===== src/verilog/smm_window_pkg.sv =====
// package: register layout, segment addresses and routing codes for the smm ram window control
package smm_window_pkg;

  // configuration register offset and reset value
  localparam logic [7:0] SMM_CTRL_OFFSET = 8'h70;
  localparam logic [7:0] SMM_CTRL_RESET = 8'h00;

  // field positions inside the control register
  localparam int GFX_MODE_HI = 7;
  localparam int GFX_MODE_LO = 6;
  localparam int UPPER_SEL_HI = 5;
  localparam int UPPER_SEL_LO = 4;
  localparam int LOWER_SEL_HI = 3;
  localparam int LOWER_SEL_LO = 2;
  localparam int LOCK_BIT = 1;
  localparam int ERR_BIT = 0;

  // upper select encodings
  localparam logic [1:0] UPPER_OFF = 2'h0;
  localparam logic [1:0] UPPER_HIGH_ONLY = 2'h1;
  localparam logic [1:0] UPPER_TOP_512K = 2'h2;
  localparam logic [1:0] UPPER_TOP_1M = 2'h3;

  // lower select encodings
  localparam logic [1:0] LOWER_DISABLED = 2'h0;
  localparam logic [1:0] LOWER_SYSTEM_RAM = 2'h1;
  localparam logic [1:0] LOWER_CODE_SHADOW = 2'h2;
  localparam logic [1:0] LOWER_SMM_RAM = 2'h3;

  // address ranges (32-bit host address)
  localparam logic [31:0] AB_SEG_BASE = 32'h000A0000;
  localparam logic [31:0] AB_SEG_LAST = 32'h000BFFFF;
  localparam logic [31:0] HIGH_REMAP_BASE = 32'hFEEA0000;
  localparam logic [31:0] HIGH_REMAP_LAST = 32'hFEEBFFFF;
  localparam logic [31:0] TOP_SIZE_512K = 32'h00080000;
  localparam logic [31:0] TOP_SIZE_1M = 32'h00100000;

  // destination of a host memory cycle
  typedef enum logic [2:0]
  {
    DEST_DRAM = 3'h1,
    DEST_GFX = 3'h2,
    DEST_HUB = 3'h4
  } dest_e;

  // one host memory cycle as presented for decode
  typedef struct packed
  {
    logic valid;
    logic [31:0] addr;
    logic smm;
    logic code;
    logic write;
    logic from_cpu;
    logic write_back;
  } host_cycle_s;

  // configuration write from the config space decoder
  typedef struct packed
  {
    logic wr;
    logic [7:0] offset;
    logic [7:0] data;
  } cfg_write_s;

endpackage


===== src/verilog/smm_window_control.sv =====
// smm ram window control: control register, lock, error flag and cycle steering
`timescale 1ns/1ns
module smm_window_control
(
  // clock and reset
  input wire logic ref_clk,
  input wire logic rst_n,
  // configuration access
  input wire smm_window_pkg::cfg_write_s cfg_wr,
  input wire logic [7:0] cfg_rd_offset,
  output logic [7:0] cfg_rd_data,
  // memory size from the row-population logic
  input wire logic [31:0] top_of_memory,
  // host memory cycle
  input wire smm_window_pkg::host_cycle_s host_cycle,
  // steering result, registered
  output smm_window_pkg::dest_e cycle_dest,
  output logic cycle_dest_valid,
  output logic cycle_write_blocked,
  // control levels to the rest of the controller
  output logic [1:0] graphics_mode_select,
  output logic row_population_read_only,
  output logic extended_smm_access_error
);

  logic [1:0] gms_q;
  logic [1:0] upper_q;
  logic [1:0] lower_q;
  logic lock_q;
  logic err_q;
  logic ctrl_hit;
  logic [7:0] wdata;
  logic err_event;
  logic err_clear;
  smm_window_pkg::dest_e dest_c;
  logic hits_ext_c;
  logic blocked_c;
  smm_window_pkg::dest_e dest_q;
  logic dest_valid_q;
  logic blocked_q;

  assign ctrl_hit = cfg_wr.wr && (cfg_wr.offset == smm_window_pkg::SMM_CTRL_OFFSET);
  assign wdata = cfg_wr.data;

  // lock bit: sticky once written to one, only reset clears it
  always_ff @(posedge ref_clk or negedge rst_n)
  begin
    if (!rst_n)
      lock_q <= smm_window_pkg::SMM_CTRL_RESET[smm_window_pkg::LOCK_BIT];
    else if (ctrl_hit && wdata[smm_window_pkg::LOCK_BIT])
      lock_q <= 1'b1;
  end

  // graphics mode and upper select freeze once locked
  always_ff @(posedge ref_clk or negedge rst_n)
  begin
    if (!rst_n)
    begin
      gms_q <= smm_window_pkg::SMM_CTRL_RESET[smm_window_pkg::GFX_MODE_HI:smm_window_pkg::GFX_MODE_LO];
      upper_q <= smm_window_pkg::SMM_CTRL_RESET[smm_window_pkg::UPPER_SEL_HI:smm_window_pkg::UPPER_SEL_LO];
    end
    else if (ctrl_hit && !lock_q)
    begin
      gms_q <= wdata[smm_window_pkg::GFX_MODE_HI:smm_window_pkg::GFX_MODE_LO];
      upper_q <= wdata[smm_window_pkg::UPPER_SEL_HI:smm_window_pkg::UPPER_SEL_LO];
    end
  end

  // lower select: msb frozen by lock, lsb stays writable while the msb holds one
  always_ff @(posedge ref_clk or negedge rst_n)
  begin
    if (!rst_n)
      lower_q <= smm_window_pkg::SMM_CTRL_RESET[smm_window_pkg::LOWER_SEL_HI:smm_window_pkg::LOWER_SEL_LO];
    else if (ctrl_hit)
    begin
      if (!lock_q)
        lower_q <= wdata[smm_window_pkg::LOWER_SEL_HI:smm_window_pkg::LOWER_SEL_LO];
      else if (lower_q[1])
        lower_q[0] <= wdata[smm_window_pkg::LOWER_SEL_LO];
    end
  end

  // route decode of the presented cycle
  smm_route_decode u_decode
  (
    .upper_smm_select(upper_q),
    .lower_smm_select(lower_q),
    .gfx_enabled(gms_q != 2'h0),
    .top_of_memory(top_of_memory),
    .cyc(host_cycle),
    .dest(dest_c),
    .hits_extended(hits_ext_c),
    .write_blocked(blocked_c)
  );

  // error source: processor outside smm in extended ranges, write-backs excluded
  assign err_event = host_cycle.valid && hits_ext_c && host_cycle.from_cpu
                     && !host_cycle.smm && !host_cycle.write_back;
  assign err_clear = ctrl_hit && wdata[smm_window_pkg::ERR_BIT];

  // sticky error flag; a new event in the clearing cycle wins
  always_ff @(posedge ref_clk or negedge rst_n)
  begin
    if (!rst_n)
      err_q <= smm_window_pkg::SMM_CTRL_RESET[smm_window_pkg::ERR_BIT];
    else if (err_event)
      err_q <= 1'b1;
    else if (err_clear)
      err_q <= 1'b0;
  end

  // registered steering result, one cycle after the cycle is presented
  always_ff @(posedge ref_clk or negedge rst_n)
  begin
    if (!rst_n)
    begin
      dest_q <= smm_window_pkg::DEST_HUB;
      dest_valid_q <= 1'b0;
      blocked_q <= 1'b0;
    end
    else
    begin
      dest_valid_q <= host_cycle.valid;
      if (host_cycle.valid)
      begin
        dest_q <= dest_c;
        blocked_q <= blocked_c;
      end
    end
  end

  // read mux; other offsets belong to other registers and read zero here
  always_comb
  begin
    cfg_rd_data = 8'h00;
    if (cfg_rd_offset == smm_window_pkg::SMM_CTRL_OFFSET)
      cfg_rd_data = {gms_q, upper_q, lower_q, lock_q, err_q};
  end

  assign cycle_dest = dest_q;
  assign cycle_dest_valid = dest_valid_q;
  assign cycle_write_blocked = blocked_q;
  assign graphics_mode_select = gms_q;
  assign row_population_read_only = lock_q;
  assign extended_smm_access_error = err_q;
endmodule


===== src/verilog/smm_route_decode.sv =====
// combinational decode of one host cycle against the current smm field values
`timescale 1ns/1ns
module smm_route_decode
(
  // current field values
  input wire logic [1:0] upper_smm_select,
  input wire logic [1:0] lower_smm_select,
  input wire logic gfx_enabled,
  input wire logic [31:0] top_of_memory,
  // cycle to steer
  input wire smm_window_pkg::host_cycle_s cyc,
  // verdict
  output smm_window_pkg::dest_e dest,
  output logic hits_extended,
  output logic write_blocked
);

  logic in_ab;
  logic in_high;
  logic in_top;
  logic high_en;
  logic top_en;
  logic [31:0] top_size;
  logic [31:0] top_base;

  // region enables; the high remap needs the lower field cleared as well
  assign high_en = (upper_smm_select != smm_window_pkg::UPPER_OFF)
                   && (lower_smm_select == smm_window_pkg::LOWER_DISABLED);
  assign top_en = upper_smm_select[1];
  assign top_size = (upper_smm_select == smm_window_pkg::UPPER_TOP_1M) ?
                    smm_window_pkg::TOP_SIZE_1M : smm_window_pkg::TOP_SIZE_512K;
  assign top_base = top_of_memory - top_size;

  // address windows
  assign in_ab = (cyc.addr >= smm_window_pkg::AB_SEG_BASE) && (cyc.addr <= smm_window_pkg::AB_SEG_LAST);
  assign in_high = high_en && (cyc.addr >= smm_window_pkg::HIGH_REMAP_BASE)
                   && (cyc.addr <= smm_window_pkg::HIGH_REMAP_LAST);
  assign in_top = top_en && (cyc.addr >= top_base) && (cyc.addr < top_of_memory);
  assign hits_extended = in_high || in_top;

  // steering of the cycle; legacy range falls to graphics when it is on, else hub
  always_comb
  begin
    dest = smm_window_pkg::DEST_DRAM;
    write_blocked = 1'b0;
    if (hits_extended)
    begin
      // only processor smm cycles may reach dram here
      if (!(cyc.smm && cyc.from_cpu))
        dest = smm_window_pkg::DEST_HUB;
    end
    else if (in_ab)
    begin
      unique case (lower_smm_select)
        smm_window_pkg::LOWER_DISABLED:
        begin
          dest = gfx_enabled ? smm_window_pkg::DEST_GFX : smm_window_pkg::DEST_HUB;
          write_blocked = cyc.write;
        end
        smm_window_pkg::LOWER_SYSTEM_RAM:
          dest = smm_window_pkg::DEST_DRAM;
        smm_window_pkg::LOWER_CODE_SHADOW:
        begin
          if (!(cyc.smm && cyc.from_cpu && cyc.code && !cyc.write))
            dest = gfx_enabled ? smm_window_pkg::DEST_GFX : smm_window_pkg::DEST_HUB;
        end
        smm_window_pkg::LOWER_SMM_RAM:
        begin
          if (!(cyc.smm && cyc.from_cpu))
            dest = gfx_enabled ? smm_window_pkg::DEST_GFX : smm_window_pkg::DEST_HUB;
        end
      endcase
    end
  end

endmodule


===== config.mk =====
export PLATFORM = sky130hd
export DESIGN_NAME = smm_window_control
export DESIGN_NICKNAME = d
export VERILOG_FILES = /design/src/verilog/smm_window_pkg.sv /design/src/verilog/smm_window_control.sv /design/src/verilog/smm_route_decode.sv
export SDC_FILE = /design/constraint.sdc
export NUM_CORES = 1
export LEC_CHECK = 0
export BUFFER_PORTS_ARGS = -buffer_cell sky130_fd_sc_hd__clkbuf_2
export CAP_MARGIN = 5
export CORE_MARGIN = 2
export CORE_UTILIZATION = 45
export CTS_BUF_LIST = sky130_fd_sc_hd__clkbuf_8
export DETAILED_ROUTE_END_ITERATION = 12
export PLACE_DENSITY = 0.84
export SYNTH_ARGS = -nofsm -noshare
export SYNTH_HDL_FRONTEND = slang
export SYNTH_HIERARCHICAL = 1
export SYNTH_SLANG_ARGS = --single-unit

===== constraint.sdc =====
create_clock -name ref_clk -period 5.2 [get_ports ref_clk]
set_input_delay 1.04 -clock ref_clk [delete_from_list [all_inputs] [get_ports ref_clk]]
set_output_delay 1.04 -clock ref_clk [all_outputs]
set_load 0.02 [all_outputs]

* Word level (Yosys, flattened, before mapping)
Cells that the tools add are included.
** Word-level totals
- Bits in registers :: 13
- Latch bits :: 0
- Memory bits (writable) :: 0
- ROM bits :: 0
- Input port bits :: 97
- Logic and storage cells :: 68
- Memories kept :: 0
** Cells by class
- Add/subtract/negate cells :: 1
- Multipliers :: 0
- Div/mod/pow operators :: 0
- Order comparisons :: 6
- Equality and inequality tests :: 7
- Shift operators :: 0
- Multiplexer cells :: 16
- Bitwise operators :: 1
- Reductions and logical operators :: 28
** Operators by type and width (number)
- 32-bit by 20-bit >= comparator with 1-bit output (second input constant) :: 1
- 32-bit >= comparator :: 1
- 32-bit >= comparator (second input constant) :: 1
- 32-bit by 20-bit less-or-equal comparator with 1-bit output (second input constant) :: 1
- 32-bit less-or-equal comparator (second input constant) :: 1
- 32-bit < comparator :: 1
- 32-bit subtractor :: 1
- 21-bit 2-to-1 mux :: 1
- 3-bit 2-to-1 mux :: 6
- 1-bit logical AND :: 17
- 8-bit by 7-bit == test with 1-bit output (second input constant) :: 2
- 3-bit case mux with 4 select lines :: 1
- 8-bit 2-to-1 mux :: 1
- 1-bit 2-to-1 mux :: 7
- 2-bit == test (second input constant) :: 3
- 2-bit nonzero test :: 3
- 1-bit logical NOT :: 4
- 2-bit AND reduction :: 2
- 2-bit by 1-bit == test with 1-bit output (second input constant) :: 1
- 2-bit logical NOT :: 1
- 2-bit inequality test (second input constant) :: 1
- 1-bit logical OR :: 1
- 1-bit NOT :: 1

* Depth between registers and ports, before layout
- Depth in word-level cells :: 12
- Depth in mapped cells :: 16
- Mapped depth without buffers :: 16

* Modules after synthesis
Netlist, hierarchy kept.
** Modules (own cells, without submodules)
- smm_route_decode :: instances 1, cells an instance 211, area an instance 1514.0 um^2, seq. area each 0.0 um^2
- smm_window_control :: instances 1, cells an instance 47, area an instance 638.1 um^2, seq. area each 326.6 um^2

* Worst setup path after synthesis
No wires, ideal clock.
- Kind :: input-to-reg
- Start :: input top_of_memory[19]
- End :: register dest_q[2], in the netlist cycle_dest[2]
- Library setup time :: 82 ps
- Arrival time :: 3966 ps
- Setup slack :: 1152 ps
- Cell stages on the path :: 14
- Buffers on the path :: 0
- Cells stage by stage :: inv_1 ha_1 fa_1 nand4_1 nor2_1 xnor2_1 ha_1 a21o_2 a21o_2 a2111oi_1 o31a_1 a211oi_2 mux2_4 mux2_2
** Between the ends
- Word-level cells in the longest chain between the ends :: 6
- Elaborated cells between the ends (all ways) :: 7
- Those cells by class :: add/sub: 1; order compare: 2; mux: 1; reduce/logical: 3
** RTL lines
- from (decl) :: line smm_window_control.sv:13 : input wire logic [31:0] top_of_memory,
- 32-bit subtractor :: line smm_route_decode.sv:32 : assign top_base = top_of_memory - top_size;
- 32-bit >= comparator :: line smm_route_decode.sv:38 : assign in_top = top_en && (cyc.addr >= top_base) && (cyc.addr < top_of_memory);
- 1-bit logical AND :: line smm_route_decode.sv:38
- 1-bit logical AND * :: line smm_route_decode.sv:38
- 1-bit logical OR * :: line smm_route_decode.sv:39 : assign hits_extended = in_high || in_top;
- net hits_ext_c :: line smm_window_control.sv:36 : logic hits_ext_c;
- 3-bit 2-to-1 mux * :: line smm_route_decode.sv:46 : if (hits_extended)
- net dest_c[2] :: line smm_window_control.sv:35 : smm_window_pkg::dest_e dest_c;
- to (signal assigned) :: line smm_window_control.sv:117 : dest_q <= smm_window_pkg::DEST_HUB;
- to (signal assigned) :: line smm_window_control.sv:126 : dest_q <= dest_c;
- to (decl) :: line smm_window_control.sv:38 : smm_window_pkg::dest_e dest_q;
The timed path passes the listed nets; every way through them passes the cells marked *.
A chain may end at the register's enable or synchronous reset.

* Worst setup path after layout
Same ends and word-level chain as after synthesis.

==> implementation parameters <==
Parameter                              Value

Route
  DRC violation count after routing ... 0
  Vias per inst ... 5.24
  Number of iterations in the first detailed-routing pass ... 4
  Number of design-rule violations left by the first detailed-router iteration ... 64
  WL/cell ... 12.9 µm
  Vias ... 2248
  Detailed-route wire length ... 5540 µm
  Number of routed nets with antenna violations ... 0

Power
  Cell leakage power ... 1.59 nW
  P per Cell Area ... 127 nW/µm²
  Post-layout power ... 0.360 mW
  Max VDD drop ... 117 µV

Critical path
  Startpoint kind of the worst setup timing path ... input pin
  Buf+Inv Stages, Crit Path ... 2
  Kind of cell with the highest combined delay on the critical path ... simple AND/OR/NAND/NOR gates
  R2R setup slack ... 1410 ps
  Required time of the critical path ... 5380 ps
  Reg2Reg Depth ... 14
  Worst-path maximum fanout ... 6
  Worst path max stage delay ... 460 ps
  WS Path Type ... in2reg
  Capture instance of the worst register-to-register path ... cycle_dest[2]
  Endpoint arrival time on the critical path ... 4330 ps
  Most numerous cell on the critical path ... sky130_fd_sc_hd__nand4_1
  Cell with the largest stage delay on the worst path ... sky130_fd_sc_hd__a211oi_2
  Type of destination of the critical path ... flop
  Cell Chain, Critical Path ... clkbuf_2, inv_1, ha_1, fa_1, nand4_1, nor4_1, xnor2_1, ha_1, nand4_1, nor2_1, nand4_1, a31o_2, a211oi_2, mux2_4, mux2_2
  R2r startpoint ... upper_q[1]

Die
  Full die area ... 5350 µm²
  Count of boundary I/O pins ... 114
  Floorplan core area ... 4660 µm²
  Starting utilization of the core area ... 0.462
  Row Count ... 25
  Die Ht ... 73.2 µm
  Floorplan die width ... 73.2 µm

Synthesis
  Area share of the leading cell type in the synthesized netlist ... 0.273
  Dominant cells by area after synthesis ... sky130_fd_sc_hd__ha_1 (27%), sky130_fd_sc_hd__dfrtp_1 (14%), sky130_fd_sc_hd__inv_1 (6.8%)
  Summed instance area of the synthesized netlist ... 2150 µm²
  Top_reg_cell synth ... sky130_fd_sc_hd__dfrtp_1
  Share of flip-flops with an asynchronous set or reset ... 1.00
  Avg Cell Area, Syn ... 8.34 µm²
  Distinct cells, synth ... 43
  Synthesized flop and latch total ... 13
  Net Count, Synth ... 403
  Synthesis warning total ... 6
  Dominant cell by count in the synthesized netlist ... sky130_fd_sc_hd__ha_1
  Cell accounting for the most synthesized area ... sky130_fd_sc_hd__ha_1
  Cell count after synthesis ... 258
  Top cells by instance count after synthesis ... sky130_fd_sc_hd__ha_1 (47), sky130_fd_sc_hd__inv_1 (39), sky130_fd_sc_hd__a21oi_1 (22), sky130_fd_sc_hd__nand2_1 (19), sky130_fd_sc_hd__nand4_1 (15)
  Seq/Total Area, Yosys ... 0.152
  Post-synth EDFFs ... 0

STA
  Number of failing hold endpoints at the final stage ... 0
  Hold Slack ... 505 ps
  # setup viols final ... 0
  Max Clock Skew ... 5.95 ps
  Final max-slew violation count ... 0
  Final total negative setup slack ... 0 ps
  Worst path setup slack after routing ... 1050 ps
  Rel. slew slack ... 0.681
  Tightest Pin Transition ... 478 ps
  Achievable Freq ... 0.241 GHz
  Post-route fraction of the period consumed by the critical path ... 0.797
  Setup repair after global routing missed its margin ... no
  Minimum clock period after layout ... 4150 ps

Placed design
  Half-perimeter wire length of the detailed placement result ... 4980 µm
  Pre-CTS setup slack ... 787 ps
  Post-Place Cell Area ... 2790 µm²
  Cell Count Post-Placement ... 425
  Quantity of I/O buffers inserted on ports ... 113
  Routability Congestion ... 0.883

Global routing
  First-pass GRT wire length ... 8710 µm
  Maximum number of pins on one net before global-route repair ... 14
  Total global routing overflow ... 0
  GR Util All Layers ... 0.205
  Via count of the first global-routing pass ... 2087
  Met2 capacity usage during global routing ... 0.365
  Initial antenna violation count ... 0
  Busiest layer in global routing ... met2
  Global routing usage on met1 ... 0.253
  Met3 Track Usage GR ... 0.0318

Min path
  Hold Path Origin ... cycle_dest[1]
  Hold Path End ... cycle_dest[1]
  Worst min-delay path category ... reg2reg
  Number of cells on the worst hold path ... 1

Finish
  Final design instance area without fill ... 2830 µm²
  Final #Nets ... 521
  Area overhead of the layout relative to synthesis ... 31.6%
  Final cell count without fillers ... 429
  Share of final-layout standard cells stronger than drive strength 1 ... 0.384
  Antenna Diode Count ... 0
  Final Util ... 0.608

Flow run
  Max-cap check violation count ... 0

CTS
  Level count of the clock H-tree ... 1
  Gates resized, CTS repair ... 0
  Clock tree from TritonCTS ... yes
  Maximum buffer depth of the clock tree ... 2
  Sinks on the clock net ... 13
  Clock-pin transition on the worst setup and hold timing paths ... 60 ps
  Clock root cell ... sky130_fd_sc_hd__clkbuf_8
  Setup fix buffers added after clock tree synthesis ... 0
  Num CTS Buffers ... 3
  Post-cts hold buffer count ... 0
  Worst skew pair latency ... 260 ps

Run status
  Status ... finished, final reports clean
## flip-flops by register name (all words and copies together) (netlist names)
signal,flops
cycle_write_blocked,1
row_population_read_only,1
graphics_mode_select,2
cycle_dest_valid,1
upper_q,2
cycle_dest,3
lower_q,2
extended_smm_access_error,1
## per-layer routing
metal  part of all wire  vias to the layer above
li1                   -                     1168
met1               0.42                      998
met2               0.51                       74
met3              0.055                        8
met4              0.014                        0
met5                  0                        -
## final cells by class
cell class | count | area (µm²)
well taps | 54 | 67.6
flip-flops and latches | 13 | 327
fillers | 425 | 1830
clock buffers | 3 | 41.3
multi-input cells | 206 | 1680
clock inverters | 1 | 5.00
inverters | 39 | 146
repair buffers | 113 | 566
## power by group
part           switching (mW)  internal (mW)  total (mW)
Combinational          0.0806         0.0753       0.156
Clock                  0.0429         0.0532      0.0961
Sequential            0.00362          0.105       0.108
Total                   0.127          0.233       0.360
## worst register-to-register path, cell delays in order, from the launching register on
cell and delay (ps):
sky130_fd_sc_hd__dfrtp_1 420, sky130_fd_sc_hd__nand2_1 140, sky130_fd_sc_hd__ha_1 200, sky130_fd_sc_hd__fa_1 240, sky130_fd_sc_hd__nand4_1 220, sky130_fd_sc_hd__nor4_1 390
sky130_fd_sc_hd__xnor2_1 130, sky130_fd_sc_hd__ha_1 310, sky130_fd_sc_hd__nand4_1 140, sky130_fd_sc_hd__nor2_1 140, sky130_fd_sc_hd__nand4_1 90, sky130_fd_sc_hd__a31o_2 230
sky130_fd_sc_hd__a211oi_2 460, sky130_fd_sc_hd__mux2_4 340, sky130_fd_sc_hd__mux2_2 260
## placed cells by master, fill, tap and decap left out, types with 4 or more instances in the layout
master and count:
sky130_fd_sc_hd__nor3_1 8, sky130_fd_sc_hd__clkbuf_2 113, sky130_fd_sc_hd__o21ai_0 6, sky130_fd_sc_hd__ha_1 47, sky130_fd_sc_hd__nand4_1 15, sky130_fd_sc_hd__nand3_1 6, sky130_fd_sc_hd__mux2_2 10, sky130_fd_sc_hd__a21oi_1 22
sky130_fd_sc_hd__a21o_1 4, sky130_fd_sc_hd__dfrtp_1 12, sky130_fd_sc_hd__and2_1 8, sky130_fd_sc_hd__nand2_1 19, sky130_fd_sc_hd__inv_1 39, sky130_fd_sc_hd__nor2_1 11, sky130_fd_sc_hd__xnor2_1 11
## logic make-up after synthesis
| group | Yosys count | share of synthesized area |
|---|---|---|
| AOI/OAI and AO/OA | 48 | 0.153 |
| and+or+nand+nor | 87 | 0.235 |
| muxes | 12 | 0.0640 |
| buffers and inverters | 39 | 0.0680 |
| adders and majority gates | 48 | 0.283 |
| DFF | 13 | 0.152 |
| xor gates and xnor gates | 11 | 0.0448 |
## worst max-delay path by stage
| stage | slack, ps | cells past startpoint | start | to |
|---|---|---|---|---|
| finish | 1050 | 15 | top_of_memory[19] | cycle_dest[2] |
| CTS | 1040 | 15 | top_of_memory[19] | cycle_dest[2] |
| global placement | 880 | 15 | top_of_memory[19] | cycle_dest[2] |
| detailed placement | 790 | 15 | top_of_memory[19] | cycle_dest[2] |
| floorplan | 1150 | 14 | top_of_memory[19] | cycle_dest[2] |
| global route | 840 | 15 | top_of_memory[19] | cycle_dest[2] |
No activity file was read; power rests on OpenSTA's default activity.
